## config.mk

```make
export PLATFORM = sky130hd
export DESIGN_NAME = css_core
export DESIGN_NICKNAME = d
export VERILOG_FILES = /design/src/logic/css_pkg.sv /design/src/logic/css_core.sv
export SDC_FILE = /design/constraint.sdc
export NUM_CORES = 1
export LEC_CHECK = 0
export ABC_AREA = 1
export ABC_CLOCK_PERIOD_IN_PS = 9600
export BUFFER_PORTS_ARGS = -buffer_cell sky130_fd_sc_hd__buf_2
export CAP_MARGIN = 20
export CELL_PAD_IN_SITES_DETAIL_PLACEMENT = 1
export CELL_PAD_IN_SITES_GLOBAL_PLACEMENT = 1
export CORE_ASPECT_RATIO = 1.2
export CORE_MARGIN = 8
export CORE_UTILIZATION = 30
export DETAILED_ROUTE_END_ITERATION = 7
export PLACE_DENSITY = 0.56
export SETUP_SLACK_MARGIN = 0.2
export SYNTH_ARGS = -nofsm -noshare
export SYNTH_HDL_FRONTEND = slang
export SYNTH_SLANG_ARGS = --single-unit
```

## constraint.sdc

```tcl
create_clock -name clk -period 9.6 [get_ports clk]
set_input_delay 2.4 -clock clk [delete_from_list [all_inputs] [get_ports clk]]
set_output_delay 2.4 -clock clk [all_outputs]
set_load 0.005 [all_outputs]
```

## src/logic/css_pkg.sv

```systemverilog
// constants, types and rule summary for the cpu state and sequencing core
// Function
// - alu adds, compares, ands, ors, manipulates bits
// - carry set by add-with-carry, not plain add
// - rotate right copies acc bit0 to carry
// - set and clear carry ops force carry
// - e pairs b high and acc low
// - d and acc form in-page address
// - eight-entry stack saves pc on calls
// - stack pointer wraps seven to zero
// - stack pointer readable into accumulator
// - pointer seven after reset, first call zero
// - save stage holds pointer, flags, acc, b
// - calls and lookups leave save stage alone
// - skip flag drives skips, saved on interrupt
// - pc advances by length or loads target
// - pc page from bit7 up, offset carries into next page
// - z x y select ram, y port bit
// - program words ten bits, pages 128 words
// - interrupt loads vector in page one
// - one-word call into page two anywhere
// - lookup returns low eight rom bits
// - ram four bits, any bit manipulable
// - interrupt needs request, enable and gate
// - entry clears gate, pulses ack of serviced request
// - fixed priority, external zero highest
`default_nettype none
package css_pkg;
	localparam int unsigned CSS_PC_W = 12;
	localparam int unsigned CSS_OFS_W = 7;
	localparam int unsigned CSS_PAGE_W = CSS_PC_W - CSS_OFS_W;
	localparam int unsigned CSS_ROM_W = 10;
	localparam int unsigned CSS_STK_N = 8;
	localparam int unsigned CSS_IRQ_N = 8;
	localparam int unsigned CSS_RAM_N = 256;
	localparam logic [2:0] CSS_SP_RST = 3'h7;
	localparam logic [4:0] CSS_PAGE2 = 5'h02;
	localparam logic [11:0] CSS_VEC_BASE = 12'h080;
	localparam logic [11:0] CSS_PC_RST = 12'h000;
	// register bus map, word offsets
	localparam logic [3:0] CSS_REG_CTRL = 4'h0;
	localparam logic [3:0] CSS_REG_STAT = 4'h4;
	localparam logic [3:0] CSS_REG_PAIR = 4'h8;
	localparam logic [3:0] CSS_REG_PC = 4'hC;
	localparam int unsigned CSS_CTRL_GATE = 0;

	typedef enum logic [4:0] {
		OP_NOP = 5'h00, OP_ADD_IMM = 5'h01, OP_ADD_MEM = 5'h02, OP_ADD_CY = 5'h03,
		OP_CMP_IMM = 5'h04, OP_AND_MEM = 5'h05, OP_OR_MEM = 5'h06, OP_ROT_R = 5'h07,
		OP_SET_CY = 5'h08, OP_CLR_CY = 5'h09, OP_LOAD_IMM = 5'h0A, OP_E_FROM_BA = 5'h0B,
		OP_BA_FROM_E = 5'h0C, OP_LOAD_D = 5'h0D, OP_LOAD_DP = 5'h0E, OP_MBIT_SET = 5'h0F,
		OP_MBIT_CLR = 5'h10, OP_MBIT_SKIP = 5'h11, OP_PBIT_SET = 5'h12, OP_PBIT_CLR = 5'h13,
		OP_PBIT_SKIP = 5'h14, OP_JUMP = 5'h15, OP_CALL = 5'h16, OP_P2_CALL = 5'h17,
		OP_JUMP_ACC = 5'h18, OP_P2_CALL_ACC = 5'h19, OP_TBL = 5'h1A, OP_RET = 5'h1B,
		OP_RET_IRQ = 5'h1C, OP_SP_TO_ACC = 5'h1D, OP_EI = 5'h1E, OP_DI = 5'h1F
	} css_op_e;

	typedef enum logic [0:0] {
		ST_RUN = 1'b0,
		ST_TBL = 1'b1
	} css_st_e;

	typedef struct packed {
		css_op_e code;
		logic two_word;
		logic [3:0] imm;
		logic [1:0] bitsel;
		logic [11:0] target;
	} css_op_s;

	typedef struct packed {
		logic [3:0] addr;
		logic [15:0] wdata;
		logic wr;
		logic rd;
	} css_bus_s;

	typedef struct packed {
		logic z;
		logic [2:0] x;
		logic [3:0] y;
		logic cy;
		logic skip;
		logic [3:0] acc;
		logic [3:0] b;
	} css_save_s;
endpackage
`default_nettype wire

```

## src/logic/css_core.sv

```systemverilog
// cpu programmer state, alu and program sequencing core
`default_nettype none
module css_core
	import css_pkg::*;
(
	input wire logic clk,
	input wire logic rst_b,
	input wire css_op_s op,
	input wire logic op_valid,
	output logic op_ready,
	output logic [11:0] pc,
	output logic [11:0] rom_addr,
	output logic rom_rd,
	input wire logic [9:0] rom_data,
	input wire logic [7:0] irq_req,
	input wire logic [7:0] irq_en,
	output logic [7:0] irq_ack,
	output logic [7:0] port_d,
	input wire logic [7:0] port_d_in,
	input wire css_bus_s bus,
	output logic [15:0] rd_data
);
	logic rst_s1_r;
	logic rst_n;
	logic [3:0] acc_r, acc_nxt, b_r, b_nxt;
	logic [7:0] e_r, e_nxt;
	logic cy_r, cy_nxt, skip_r, skip_nxt;
	logic [2:0] d_r, d_nxt, sp_r, sp_nxt, x_r, x_nxt, prio;
	logic z_r, z_nxt;
	logic [3:0] y_r, y_nxt;
	logic [11:0] pc_r, pc_nxt, ret_addr, rom_addr_r, rom_addr_nxt;
	logic [11:0] stk [CSS_STK_N];
	logic [3:0] ram [CSS_RAM_N];
	logic [3:0] mem, ram_wd, bmask;
	logic ram_we, push, pop, save_we, restore;
	logic [4:0] sum;
	css_save_s save_r;
	css_st_e st_r, st_nxt;
	logic gate_r, gate_nxt, ei_pend_r, ei_pend_nxt;
	logic [7:0] port_d_r, port_d_nxt, ack_r, ack_nxt, pend;
	logic ready_r, rom_rd_r;
	logic [15:0] rd_data_r;
	logic exec, take_irq;

	// fixed priority: lowest index wins, so external zero is served first
	function automatic logic [2:0] css_prio(input logic [7:0] p);
		logic [2:0] v;
		v = 3'h0;
		for (int i = CSS_IRQ_N - 1; i >= 0; i--)
		begin
			if (p[i])
				v = 3'(i);
		end
		return v;
	endfunction

	// reset release through two flops; assertion stays asynchronous
	always_ff @(posedge clk or negedge rst_b)
	begin
		if (!rst_b)
		begin
			rst_s1_r <= 1'b0;
			rst_n <= 1'b0;
		end
		else
		begin
			rst_s1_r <= 1'b1;
			rst_n <= rst_s1_r;
		end
	end

	assign pend = irq_req & irq_en;
	assign prio = css_prio(pend);
	// interrupts only slot in between ops, so an issued op is never lost
	assign take_irq = gate_r && (|pend) && st_r == ST_RUN && !op_valid;
	assign exec = op_valid && st_r == ST_RUN;
	assign mem = ram[{z_r, x_r, y_r}];
	assign bmask = 4'h1 << op.bitsel;
	assign ret_addr = pc_r + (op.two_word ? 12'h002 : 12'h001);

	// next-state decode of one op or an interrupt entry
	always_comb
	begin
		acc_nxt = acc_r;
		b_nxt = b_r;
		e_nxt = e_r;
		cy_nxt = cy_r;
		skip_nxt = skip_r;
		d_nxt = d_r;
		z_nxt = z_r;
		x_nxt = x_r;
		y_nxt = y_r;
		pc_nxt = pc_r;
		sp_nxt = sp_r;
		push = 1'b0;
		pop = 1'b0;
		ram_we = 1'b0;
		ram_wd = mem;
		port_d_nxt = port_d_r;
		gate_nxt = gate_r;
		ei_pend_nxt = ei_pend_r;
		save_we = 1'b0;
		restore = 1'b0;
		st_nxt = st_r;
		rom_addr_nxt = rom_addr_r;
		ack_nxt = 8'h00;
		sum = 5'h00;
		if (take_irq)
		begin
			push = 1'b1;
			save_we = 1'b1;
			// pending skip rides in the save stage, so the handler's first op still runs
			skip_nxt = 1'b0;
			pc_nxt = CSS_VEC_BASE | {8'h00, prio, 1'b0};
			gate_nxt = 1'b0;
			ack_nxt = 8'h01 << prio;
		end
		else if (st_r == ST_TBL)
		begin
			// second half of a lookup: data in, pc back from the stack
			acc_nxt = rom_data[3:0];
			b_nxt = rom_data[7:4];
			pop = 1'b1;
			pc_nxt = stk[sp_r];
			st_nxt = ST_RUN;
		end
		else if (exec && skip_r)
		begin
			// skipped op is dropped but its words are still passed over
			skip_nxt = 1'b0;
			pc_nxt = ret_addr;
		end
		else if (exec)
		begin
			pc_nxt = ret_addr;
			if (ei_pend_r && op.code != OP_EI)
			begin
				gate_nxt = 1'b1;
				ei_pend_nxt = 1'b0;
			end
			case (op.code)
				OP_ADD_IMM:
					acc_nxt = acc_r + op.imm;
				OP_ADD_MEM:
					acc_nxt = acc_r + mem;
				OP_ADD_CY:
				begin
					sum = {1'b0, acc_r} + {1'b0, mem} + {4'h0, cy_r};
					acc_nxt = sum[3:0];
					cy_nxt = sum[4];
				end
				OP_CMP_IMM:
					skip_nxt = (acc_r == op.imm);
				OP_AND_MEM:
					acc_nxt = acc_r & mem;
				OP_OR_MEM:
					acc_nxt = acc_r | mem;
				OP_ROT_R:
				begin
					acc_nxt = {cy_r, acc_r[3:1]};
					cy_nxt = acc_r[0];
				end
				OP_SET_CY:
					cy_nxt = 1'b1;
				OP_CLR_CY:
					cy_nxt = 1'b0;
				OP_LOAD_IMM:
					acc_nxt = op.imm;
				OP_E_FROM_BA:
					e_nxt = {b_r, acc_r};
				OP_BA_FROM_E:
				begin
					b_nxt = e_r[7:4];
					acc_nxt = e_r[3:0];
				end
				OP_LOAD_D:
					d_nxt = op.imm[2:0];
				OP_LOAD_DP:
				begin
					z_nxt = op.target[7];
					x_nxt = op.target[6:4];
					y_nxt = op.target[3:0];
				end
				OP_MBIT_SET:
				begin
					ram_we = 1'b1;
					ram_wd = mem | bmask;
				end
				OP_MBIT_CLR:
				begin
					ram_we = 1'b1;
					ram_wd = mem & ~bmask;
				end
				OP_MBIT_SKIP:
					skip_nxt = ((mem & bmask) == 4'h0);
				OP_PBIT_SET:
					port_d_nxt[y_r[2:0]] = 1'b1;
				OP_PBIT_CLR:
					port_d_nxt[y_r[2:0]] = 1'b0;
				OP_PBIT_SKIP:
					skip_nxt = !port_d_in[y_r[2:0]];
				OP_JUMP:
					pc_nxt = op.target;
				OP_CALL:
				begin
					push = 1'b1;
					pc_nxt = op.target;
				end
				OP_P2_CALL:
				begin
					push = 1'b1;
					pc_nxt = {CSS_PAGE2, op.target[6:0]};
				end
				OP_JUMP_ACC:
					pc_nxt = {op.target[11:7], d_r, acc_r};
				OP_P2_CALL_ACC:
				begin
					push = 1'b1;
					pc_nxt = {CSS_PAGE2, d_r, acc_r};
				end
				OP_TBL:
				begin
					// holds one stack level while the rom word is fetched
					push = 1'b1;
					rom_addr_nxt = {op.target[11:7], d_r, acc_r};
					st_nxt = ST_TBL;
				end
				OP_RET:
				begin
					pop = 1'b1;
					pc_nxt = stk[sp_r];
				end
				OP_RET_IRQ:
				begin
					pop = 1'b1;
					restore = 1'b1;
					pc_nxt = stk[sp_r];
				end
				OP_SP_TO_ACC:
					acc_nxt = {1'b0, sp_r};
				OP_EI:
					ei_pend_nxt = 1'b1;
				OP_DI:
				begin
					gate_nxt = 1'b0;
					ei_pend_nxt = 1'b0;
				end
				default:
					acc_nxt = acc_r;
			endcase
			if (restore)
			begin
				z_nxt = save_r.z;
				x_nxt = save_r.x;
				y_nxt = save_r.y;
				cy_nxt = save_r.cy;
				skip_nxt = save_r.skip;
				acc_nxt = save_r.acc;
				b_nxt = save_r.b;
			end
		end
		// bus write to gate is ignored in an entry cycle: hardware clear wins
		if (bus.wr && bus.addr == CSS_REG_CTRL && !take_irq)
			gate_nxt = bus.wdata[CSS_CTRL_GATE];
		if (push)
			sp_nxt = sp_r + 3'h1;
		else if (pop)
			sp_nxt = sp_r - 3'h1;
	end

	// alu result registers and carry
	always_ff @(posedge clk or negedge rst_n)
	begin
		if (!rst_n)
		begin
			acc_r <= 4'h0;
			b_r <= 4'h0;
			e_r <= 8'h00;
			cy_r <= 1'b0;
			skip_r <= 1'b0;
		end
		else
		begin
			acc_r <= acc_nxt;
			b_r <= b_nxt;
			e_r <= e_nxt;
			cy_r <= cy_nxt;
			skip_r <= skip_nxt;
		end
	end

	// pointers: d and the ram data pointer
	always_ff @(posedge clk or negedge rst_n)
	begin
		if (!rst_n)
		begin
			d_r <= 3'h0;
			z_r <= 1'b0;
			x_r <= 3'h0;
			y_r <= 4'h0;
		end
		else
		begin
			d_r <= d_nxt;
			z_r <= z_nxt;
			x_r <= x_nxt;
			y_r <= y_nxt;
		end
	end

	// sequencing: pc, stack pointer, lookup state
	always_ff @(posedge clk or negedge rst_n)
	begin
		if (!rst_n)
		begin
			pc_r <= CSS_PC_RST;
			sp_r <= CSS_SP_RST;
			st_r <= ST_RUN;
			rom_addr_r <= CSS_PC_RST;
			rom_rd_r <= 1'b0;
			ready_r <= 1'b0;
		end
		else
		begin
			pc_r <= pc_nxt;
			sp_r <= sp_nxt;
			st_r <= st_nxt;
			rom_addr_r <= rom_addr_nxt;
			rom_rd_r <= (st_nxt == ST_TBL) && (st_r == ST_RUN);
			ready_r <= (st_nxt == ST_RUN);
		end
	end

	// stack entries; a ninth push lands on entry zero and destroys it
	always_ff @(posedge clk)
	begin
		if (push)
			stk[sp_nxt] <= take_irq ? pc_r : ret_addr;
	end

	// one-stage save, written on interrupt entry only
	always_ff @(posedge clk or negedge rst_n)
	begin
		if (!rst_n)
			save_r <= '0;
		else if (save_we)
			save_r <= '{z_r, x_r, y_r, cy_r, skip_r, acc_r, b_r};
	end

	// data ram, no reset: contents are undefined at power up
	always_ff @(posedge clk)
	begin
		if (ram_we)
			ram[{z_r, x_r, y_r}] <= ram_wd;
	end

	// interrupt gate, delayed enable, acknowledges and port d latch
	always_ff @(posedge clk or negedge rst_n)
	begin
		if (!rst_n)
		begin
			gate_r <= 1'b0;
			ei_pend_r <= 1'b0;
			ack_r <= 8'h00;
			port_d_r <= 8'h00;
		end
		else
		begin
			gate_r <= gate_nxt;
			ei_pend_r <= ei_pend_nxt;
			ack_r <= ack_nxt;
			port_d_r <= port_d_nxt;
		end
	end

	// register read port, data valid the cycle after the strobe
	always_ff @(posedge clk or negedge rst_n)
	begin
		if (!rst_n)
			rd_data_r <= 16'h0000;
		else if (bus.rd)
		begin
			case (bus.addr)
				CSS_REG_CTRL:
					rd_data_r <= {15'h0000, gate_r};
				CSS_REG_STAT:
					rd_data_r <= {8'h00, sp_r, ei_pend_r, st_r, skip_r, cy_r, gate_r};
				CSS_REG_PAIR:
					rd_data_r <= {e_r, b_r, acc_r};
				CSS_REG_PC:
					rd_data_r <= {4'h0, pc_r};
				default:
					rd_data_r <= 16'h0000;
			endcase
		end
		else
			rd_data_r <= 16'h0000;
	end

	assign op_ready = ready_r;
	assign pc = pc_r;
	assign rom_addr = rom_addr_r;
	assign rom_rd = rom_rd_r;
	assign irq_ack = ack_r;
	assign port_d = port_d_r;
	assign rd_data = rd_data_r;

	chk_sp_reset_value: assert property (@(posedge clk) $rose(rst_n) |-> sp_r == 3'h7)
		else $error("stack pointer not seven after reset");
	chk_rotate_carry: assert property (@(posedge clk) disable iff (!rst_n)
		exec && !skip_r && !take_irq && op.code == OP_ROT_R |=> cy_r == $past(acc_r[0]))
		else $error("rotate did not move bit zero into carry");
	chk_carry_force: assert property (@(posedge clk) disable iff (!rst_n)
		exec && !skip_r && op.code == OP_SET_CY |=> cy_r)
		else $error("set carry did not set carry");
	chk_carry_clear: assert property (@(posedge clk) disable iff (!rst_n)
		exec && !skip_r && op.code == OP_CLR_CY |=> !cy_r)
		else $error("clear carry did not clear carry");
	chk_irq_skip_saved: assert property (@(posedge clk) disable iff (!rst_n)
		take_irq |=> !skip_r && save_r.skip == $past(skip_r))
		else $error("skip flag not moved into save stage on entry");
	chk_add_keeps_cy: assert property (@(posedge clk) disable iff (!rst_n)
		exec && !skip_r && (op.code == OP_ADD_IMM || op.code == OP_ADD_MEM) |=> $stable(cy_r))
		else $error("plain add changed carry");
	chk_irq_entry: assert property (@(posedge clk) disable iff (!rst_n)
		take_irq |=> !gate_r && irq_ack == (8'h01 << $past(prio)) ##1 irq_ack == 8'h00)
		else $error("interrupt entry gate or acknowledge wrong");
	chk_irq_vector: assert property (@(posedge clk) disable iff (!rst_n)
		take_irq |=> pc_r[11:7] == 5'h01 && pc_r[0] == 1'b0)
		else $error("interrupt vector outside page one");
	chk_irq_needs_gate: assert property (@(posedge clk) disable iff (!rst_n)
		$rose(|ack_r) |-> $past(gate_r) && ($past(pend) & ack_r) != 8'h00)
		else $error("interrupt taken without gate or enabled request");
	chk_sp_push_wrap: assert property (@(posedge clk) disable iff (!rst_n)
		push && sp_r == 3'h7 |=> sp_r == 3'h0)
		else $error("stack pointer did not wrap to zero");
	chk_save_restore: assert property (@(posedge clk) disable iff (!rst_n)
		take_irq ##1 (exec && !skip_r && op.code == OP_RET_IRQ) |=> acc_r == $past(acc_r, 2))
		else $error("return from interrupt lost accumulator");
	chk_table_data: assert property (@(posedge clk) disable iff (!rst_n)
		st_r == ST_TBL |=> acc_r == $past(rom_data[3:0]) && b_r == $past(rom_data[7:4]) && op_ready)
		else $error("lookup data or completion wrong");
endmodule
`default_nettype wire

```

==> metrics.txt <==
# TYPE chip_impl_metric gauge
chip_impl_metric{name="cp_slowest_stage_delay",unit="ns"} 0.93
chip_impl_metric{name="ys_seq_elements",unit=""} 1233
chip_impl_metric{name="drt_iter0_markers",unit=""} 2298
chip_impl_metric{name="filler_cell_count",unit=""} 18200
chip_impl_info{name="most_instantiated_flip_flop_cell_in_the_synthesis_netlist",value="sky130_fd_sc_hd__edfxtp_1"} 1
chip_impl_metric{name="syn_area_per_cell",unit="sq um"} 11.9
chip_impl_metric{name="final-max-slew-violation-count",unit=""} 0
chip_impl_metric{name="timing.critical_path.arrival",unit="ns"} 6.57
chip_impl_info{name="tritoncts",value="done"} 1
chip_impl_metric{name="synth_warnings",unit=""} 0
chip_impl_metric{name="asyncSetResetFlopFracSynth",unit="%"} 9.16
chip_impl_metric{name="cts.reportedPaths.clkPinSlew",unit="ns"} 0.06
chip_impl_info{name="critical_path.startpoint_type",value="register"} 1
chip_impl_metric{name="routed_wirelength",unit="mm"} 163
chip_impl_metric{name="crit_required",unit="ns"} 10.02
chip_impl_metric{name="synth_area",unit="sq mm"} 0.0508
chip_impl_metric{name="p_leak",unit="nW"} 21.1
chip_impl_metric{name="horizontal_die_dimension",unit="um"} 392
chip_impl_metric{name="critPathMaxFanout",unit=""} 152
chip_impl_metric{name="cts_made_buffers",unit=""} 133
chip_impl_metric{name="yosysSeqAreaShare",unit="%"} 71.8
chip_impl_metric{name="synth.net_count",unit=""} 4377
chip_impl_info{name="cts-root-buf",value="sky130_fd_sc_hd__clkbuf_16"} 1
chip_impl_metric{name="cts.repair.resized",unit=""} 0
chip_impl_metric{name="finalHoldViolCount",unit=""} 0
chip_impl_info{name="synth_area_leaders",value="sky130_fd_sc_hd__edfxtp_1 (66%), sky130_fd_sc_hd__nand2_1 (9.9%), sky130_fd_sc_hd__a22oi_1 (5.8%), sky130_fd_sc_hd__dfrtp_1 (5.4%), sky130_fd_sc_hd__nor2_1 (3.1%)"} 1
chip_impl_metric{name="initial_utilization",unit="%"} 30.2
chip_impl_info{name="critPathMostFrequentCell",value="sky130_fd_sc_hd__nand2_1"} 1
chip_impl_metric{name="tritoncts_sinks",unit=""} 1233
chip_impl_metric{name="fin_setup_tns",unit="ns"} 0
chip_impl_metric{name="clockBufferDepth",unit=""} 3
chip_impl_metric{name="dp_cells",unit=""} 6505
chip_impl_info{name="yosysTopAreaCell",value="sky130_fd_sc_hd__edfxtp_1"} 1
chip_impl_metric{name="yosysTopAreaCellShare",unit="%"} 66.2
chip_impl_metric{name="grt_start_max_net_pins",unit=""} 157
chip_impl_metric{name="hold_buffers",unit=""} 0
chip_impl_metric{name="global_route.usage.total",unit="%"} 17.5
chip_impl_metric{name="pin_count",unit=""} 141
chip_impl_info{name="final_cell_mix",value="sky130_fd_sc_hd__nand2_1 (1,338), sky130_fd_sc_hd__edfxtp_1 (1,120), sky130_fd_sc_hd__nor2_1 (415), sky130_fd_sc_hd__a22oi_1 (395), sky130_fd_sc_hd__o21ai_0 (139)"} 1
chip_impl_metric{name="globalplace.congestion",unit=""} 0.816
chip_impl_metric{name="fin_area",unit="sq mm"} 0.0584
chip_impl_metric{name="layout-area-overhead-vs-synth",unit="%"} 14.9
chip_impl_metric{name="fin_ws",unit="ns"} 3.45
chip_impl_metric{name="finalWorstPathRequiredPeriod",unit="ns"} 6.15
chip_impl_metric{name="nets",unit=""} 4493
chip_impl_metric{name="clock-skew-final",unit="ns"} 0.0409
chip_impl_info{name="highest_delay_cell_along_the_critical_path",value="sky130_fd_sc_hd__dfrtp_4"} 1
chip_impl_metric{name="period_share",unit="%"} 64.1
chip_impl_metric{name="cts_post_setup_buffers_inserted",unit=""} 0
chip_impl_metric{name="grt_overflow",unit=""} 0
chip_impl_metric{name="syn-instance-count",unit=""} 4274
chip_impl_metric{name="detail_route.vias_per_cell",unit=""} 4.98
chip_impl_metric{name="detail_route.drc_violations",unit=""} 0
chip_impl_metric{name="place.port_buffers",unit=""} 123
chip_impl_metric{name="clock_insertion_delay_worst_skew",unit="ns"} 0.77
chip_impl_metric{name="dpl-instance-area",unit="sq mm"} 0.0540
chip_impl_metric{name="clock_tree.htree_level_count",unit=""} 4
chip_impl_info{name="rsz_0062_raised_after_global_routing",value="no"} 1
chip_impl_metric{name="final_layout_size_suffix_gt1_share",unit="%"} 9.73
chip_impl_info{name="critical_path_class",value="register to register"} 1
chip_impl_metric{name="synth_edf_count",unit=""} 1120
chip_impl_metric{name="number_of_antenna_violations_at_the_first_check_in_global_routing",unit=""} 1
chip_impl_metric{name="setup_violations",unit=""} 0
chip_impl_metric{name="dpl_worst_slack",unit="ns"} 2.81
chip_impl_metric{name="max_freq",unit="MHz"} 163
chip_impl_metric{name="design.core.area",unit="sq mm"} 0.168
chip_impl_metric{name="route.vias.total",unit=""} 33600
chip_impl_metric{name="die_area",unit="sq mm"} 0.183
chip_impl_metric{name="final_cells",unit=""} 6744
chip_impl_metric{name="r2r_slack",unit="ns"} 3.45
chip_impl_info{name="run_status",value="complete, no violations"} 1
chip_impl_metric{name="drt.antenna.violating_nets",unit=""} 0
chip_impl_metric{name="grt_first_pass_wirelength",unit="mm"} 239
chip_impl_info{name="timing.critical_path.cells",value="nand2_2 > inv_8 > buf_4 > a22oi_1 > nand2_1 > nand2_1 > nand4_1 > nand2_1 > nand4_1 > nand2_1 > nand2_1 > nor2_1 > inv_1 > a21oi_1 > a21oi_4 > buf_4 > buf_12"} 1
chip_impl_metric{name="cap_viol_max_count",unit=""} 0
chip_impl_metric{name="num_rows",unit=""} 165
chip_impl_metric{name="yosys.cell_types.count",unit=""} 50
chip_impl_metric{name="drt-wirelength-per-cell",unit="um"} 24.1
chip_impl_metric{name="grt_pass1_vias",unit=""} 35100
chip_impl_metric{name="drt_pre_antenna_iters",unit=""} 5
chip_impl_metric{name="die_y",unit="um"} 467
chip_impl_info{name="capturing_element_type_of_the_critical_path",value="register"} 1
chip_impl_metric{name="max_slew.worst_pin.slew",unit="ns"} 1.06
chip_impl_info{name="mostFrequentLayoutCell",value="sky130_fd_sc_hd__nand2_1"} 1
chip_impl_metric{name="dp.final_hpwl",unit="mm"} 97.8
chip_impl_metric{name="power-per-cell-area",unit="mW/mm^2"} 353
chip_impl_metric{name="slew_headroom",unit="%"} 29.0
chip_impl_metric{name="max-vdd-ir-drop",unit="mV"} 0.419
chip_impl_info{name="worstHoldPathType",value="register to async pin"} 1
[layer usage]
metal / vias to the layer above / global-route usage (%) / part of all wire [%]
met2: 715 / 30.6 / 50
met1: 17200 / 22.5 / 43
met5: - / 0 / 0
met4: 0 / 5.38 / 2.7
li1: 15400 / - / -
met3: 228 / 2.28 / 4.0
[power by group]
group | total (mW) | switching (mW) | internal, mW
Sequential | 8.37 | 0.266 | 8.10
Combinational | 7.06 | 5.60 | 1.45
Clock | 5.16 | 2.14 | 3.03
[synth_stat cells, types with 9 or more instances]
master,instances
sky130_fd_sc_hd__nand2_1,1338
sky130_fd_sc_hd__edfxtp_1,1120
sky130_fd_sc_hd__nor2_1,424
sky130_fd_sc_hd__a22oi_1,395
sky130_fd_sc_hd__o21ai_0,139
sky130_fd_sc_hd__inv_1,135
sky130_fd_sc_hd__dfrtp_1,110
sky130_fd_sc_hd__clkbuf_1,98
sky130_fd_sc_hd__buf_2,87
sky130_fd_sc_hd__a21oi_1,78
sky130_fd_sc_hd__nand3_1,75
sky130_fd_sc_hd__nor3_1,28
sky130_fd_sc_hd__buf_1,24
sky130_fd_sc_hd__o22ai_1,24
sky130_fd_sc_hd__o21ai_1,21
sky130_fd_sc_hd__nand4_1,20
sky130_fd_sc_hd__buf_6,17
sky130_fd_sc_hd__ha_1,16
sky130_fd_sc_hd__xor2_1,14
sky130_fd_sc_hd__o211ai_1,12
sky130_fd_sc_hd__a31oi_1,10
sky130_fd_sc_hd__o221ai_1,9
[cells by family (layout without fill, tap and decap cells)]
family,count (synthesis),in the layout,synth area share [%]
xor gates and xnor gates,18,18,0.310
buffers and inverters,377,592,3.28
AOI/OAI and AO/OA,726,726,9.58
other,1,2,0.00738
adders and majority gates,20,20,0.552
DFF,1233,1233,71.8
and+or+nand+nor,1899,1899,14.5
[final timing paths]
kind	start	endpoint	cells past startpoint
max	y_r[1]	ram[7][0]	17
min	rst_n	save_r[7]	0
min in group clk	rst_s1_r	rst_n	0
min reg2reg	rst_n	save_r[7]	0
max reg2reg	y_r[1]	ram[7][0]	17
max in group asynchronous	rst_n	y_r[0]	1
[flip-flops by register name, indices dropped and copies added, names as in the netlist, 3 cells and up, named ones only]
signal / count
e_r: 8
ram: 1024
acc_r: 4
b_r: 4
stk: 96
x_r: 3
y_r: 4
rd_data: 16
irq_ack: 8
rom_addr: 12
pc: 12
d_r: 3
save_r: 18
sp_r: 3
[layout make-up]
class                   count  area, sq um  area share [%]
diodes                      1         2.50         0.00429
clock buffers             174         3600            6.16
clock inverters            60          731            1.25
inverters                 148          568           0.973
multi-input cells        2664        12800            21.9
flip-flops and latches   1233        36500            62.5
well taps                2254         2820            4.83
repair buffers            210         1420            2.43
[metrics by stage]
stage                     power [mW]  hold slack [ns]  utilization [%]
after global routing            21.6            0.366             34.7
after CTS                       20.9            0.332             34.7
final                           20.6            0.320             34.7
after detailed placement        15.7            0.336             32.1
after global placement          15.5            0.340             32.1
after floorplan                 12.6            0.331                -
[worst max-delay path: cells and delay by family (launching register included)]
family,cells,cell delay [ns]
buf+inv,5,2.43
simple gates,9,1.55
flops,1,0.93
compound gates,3,0.46
Note: power is estimated with default switching activity, not from simulation.
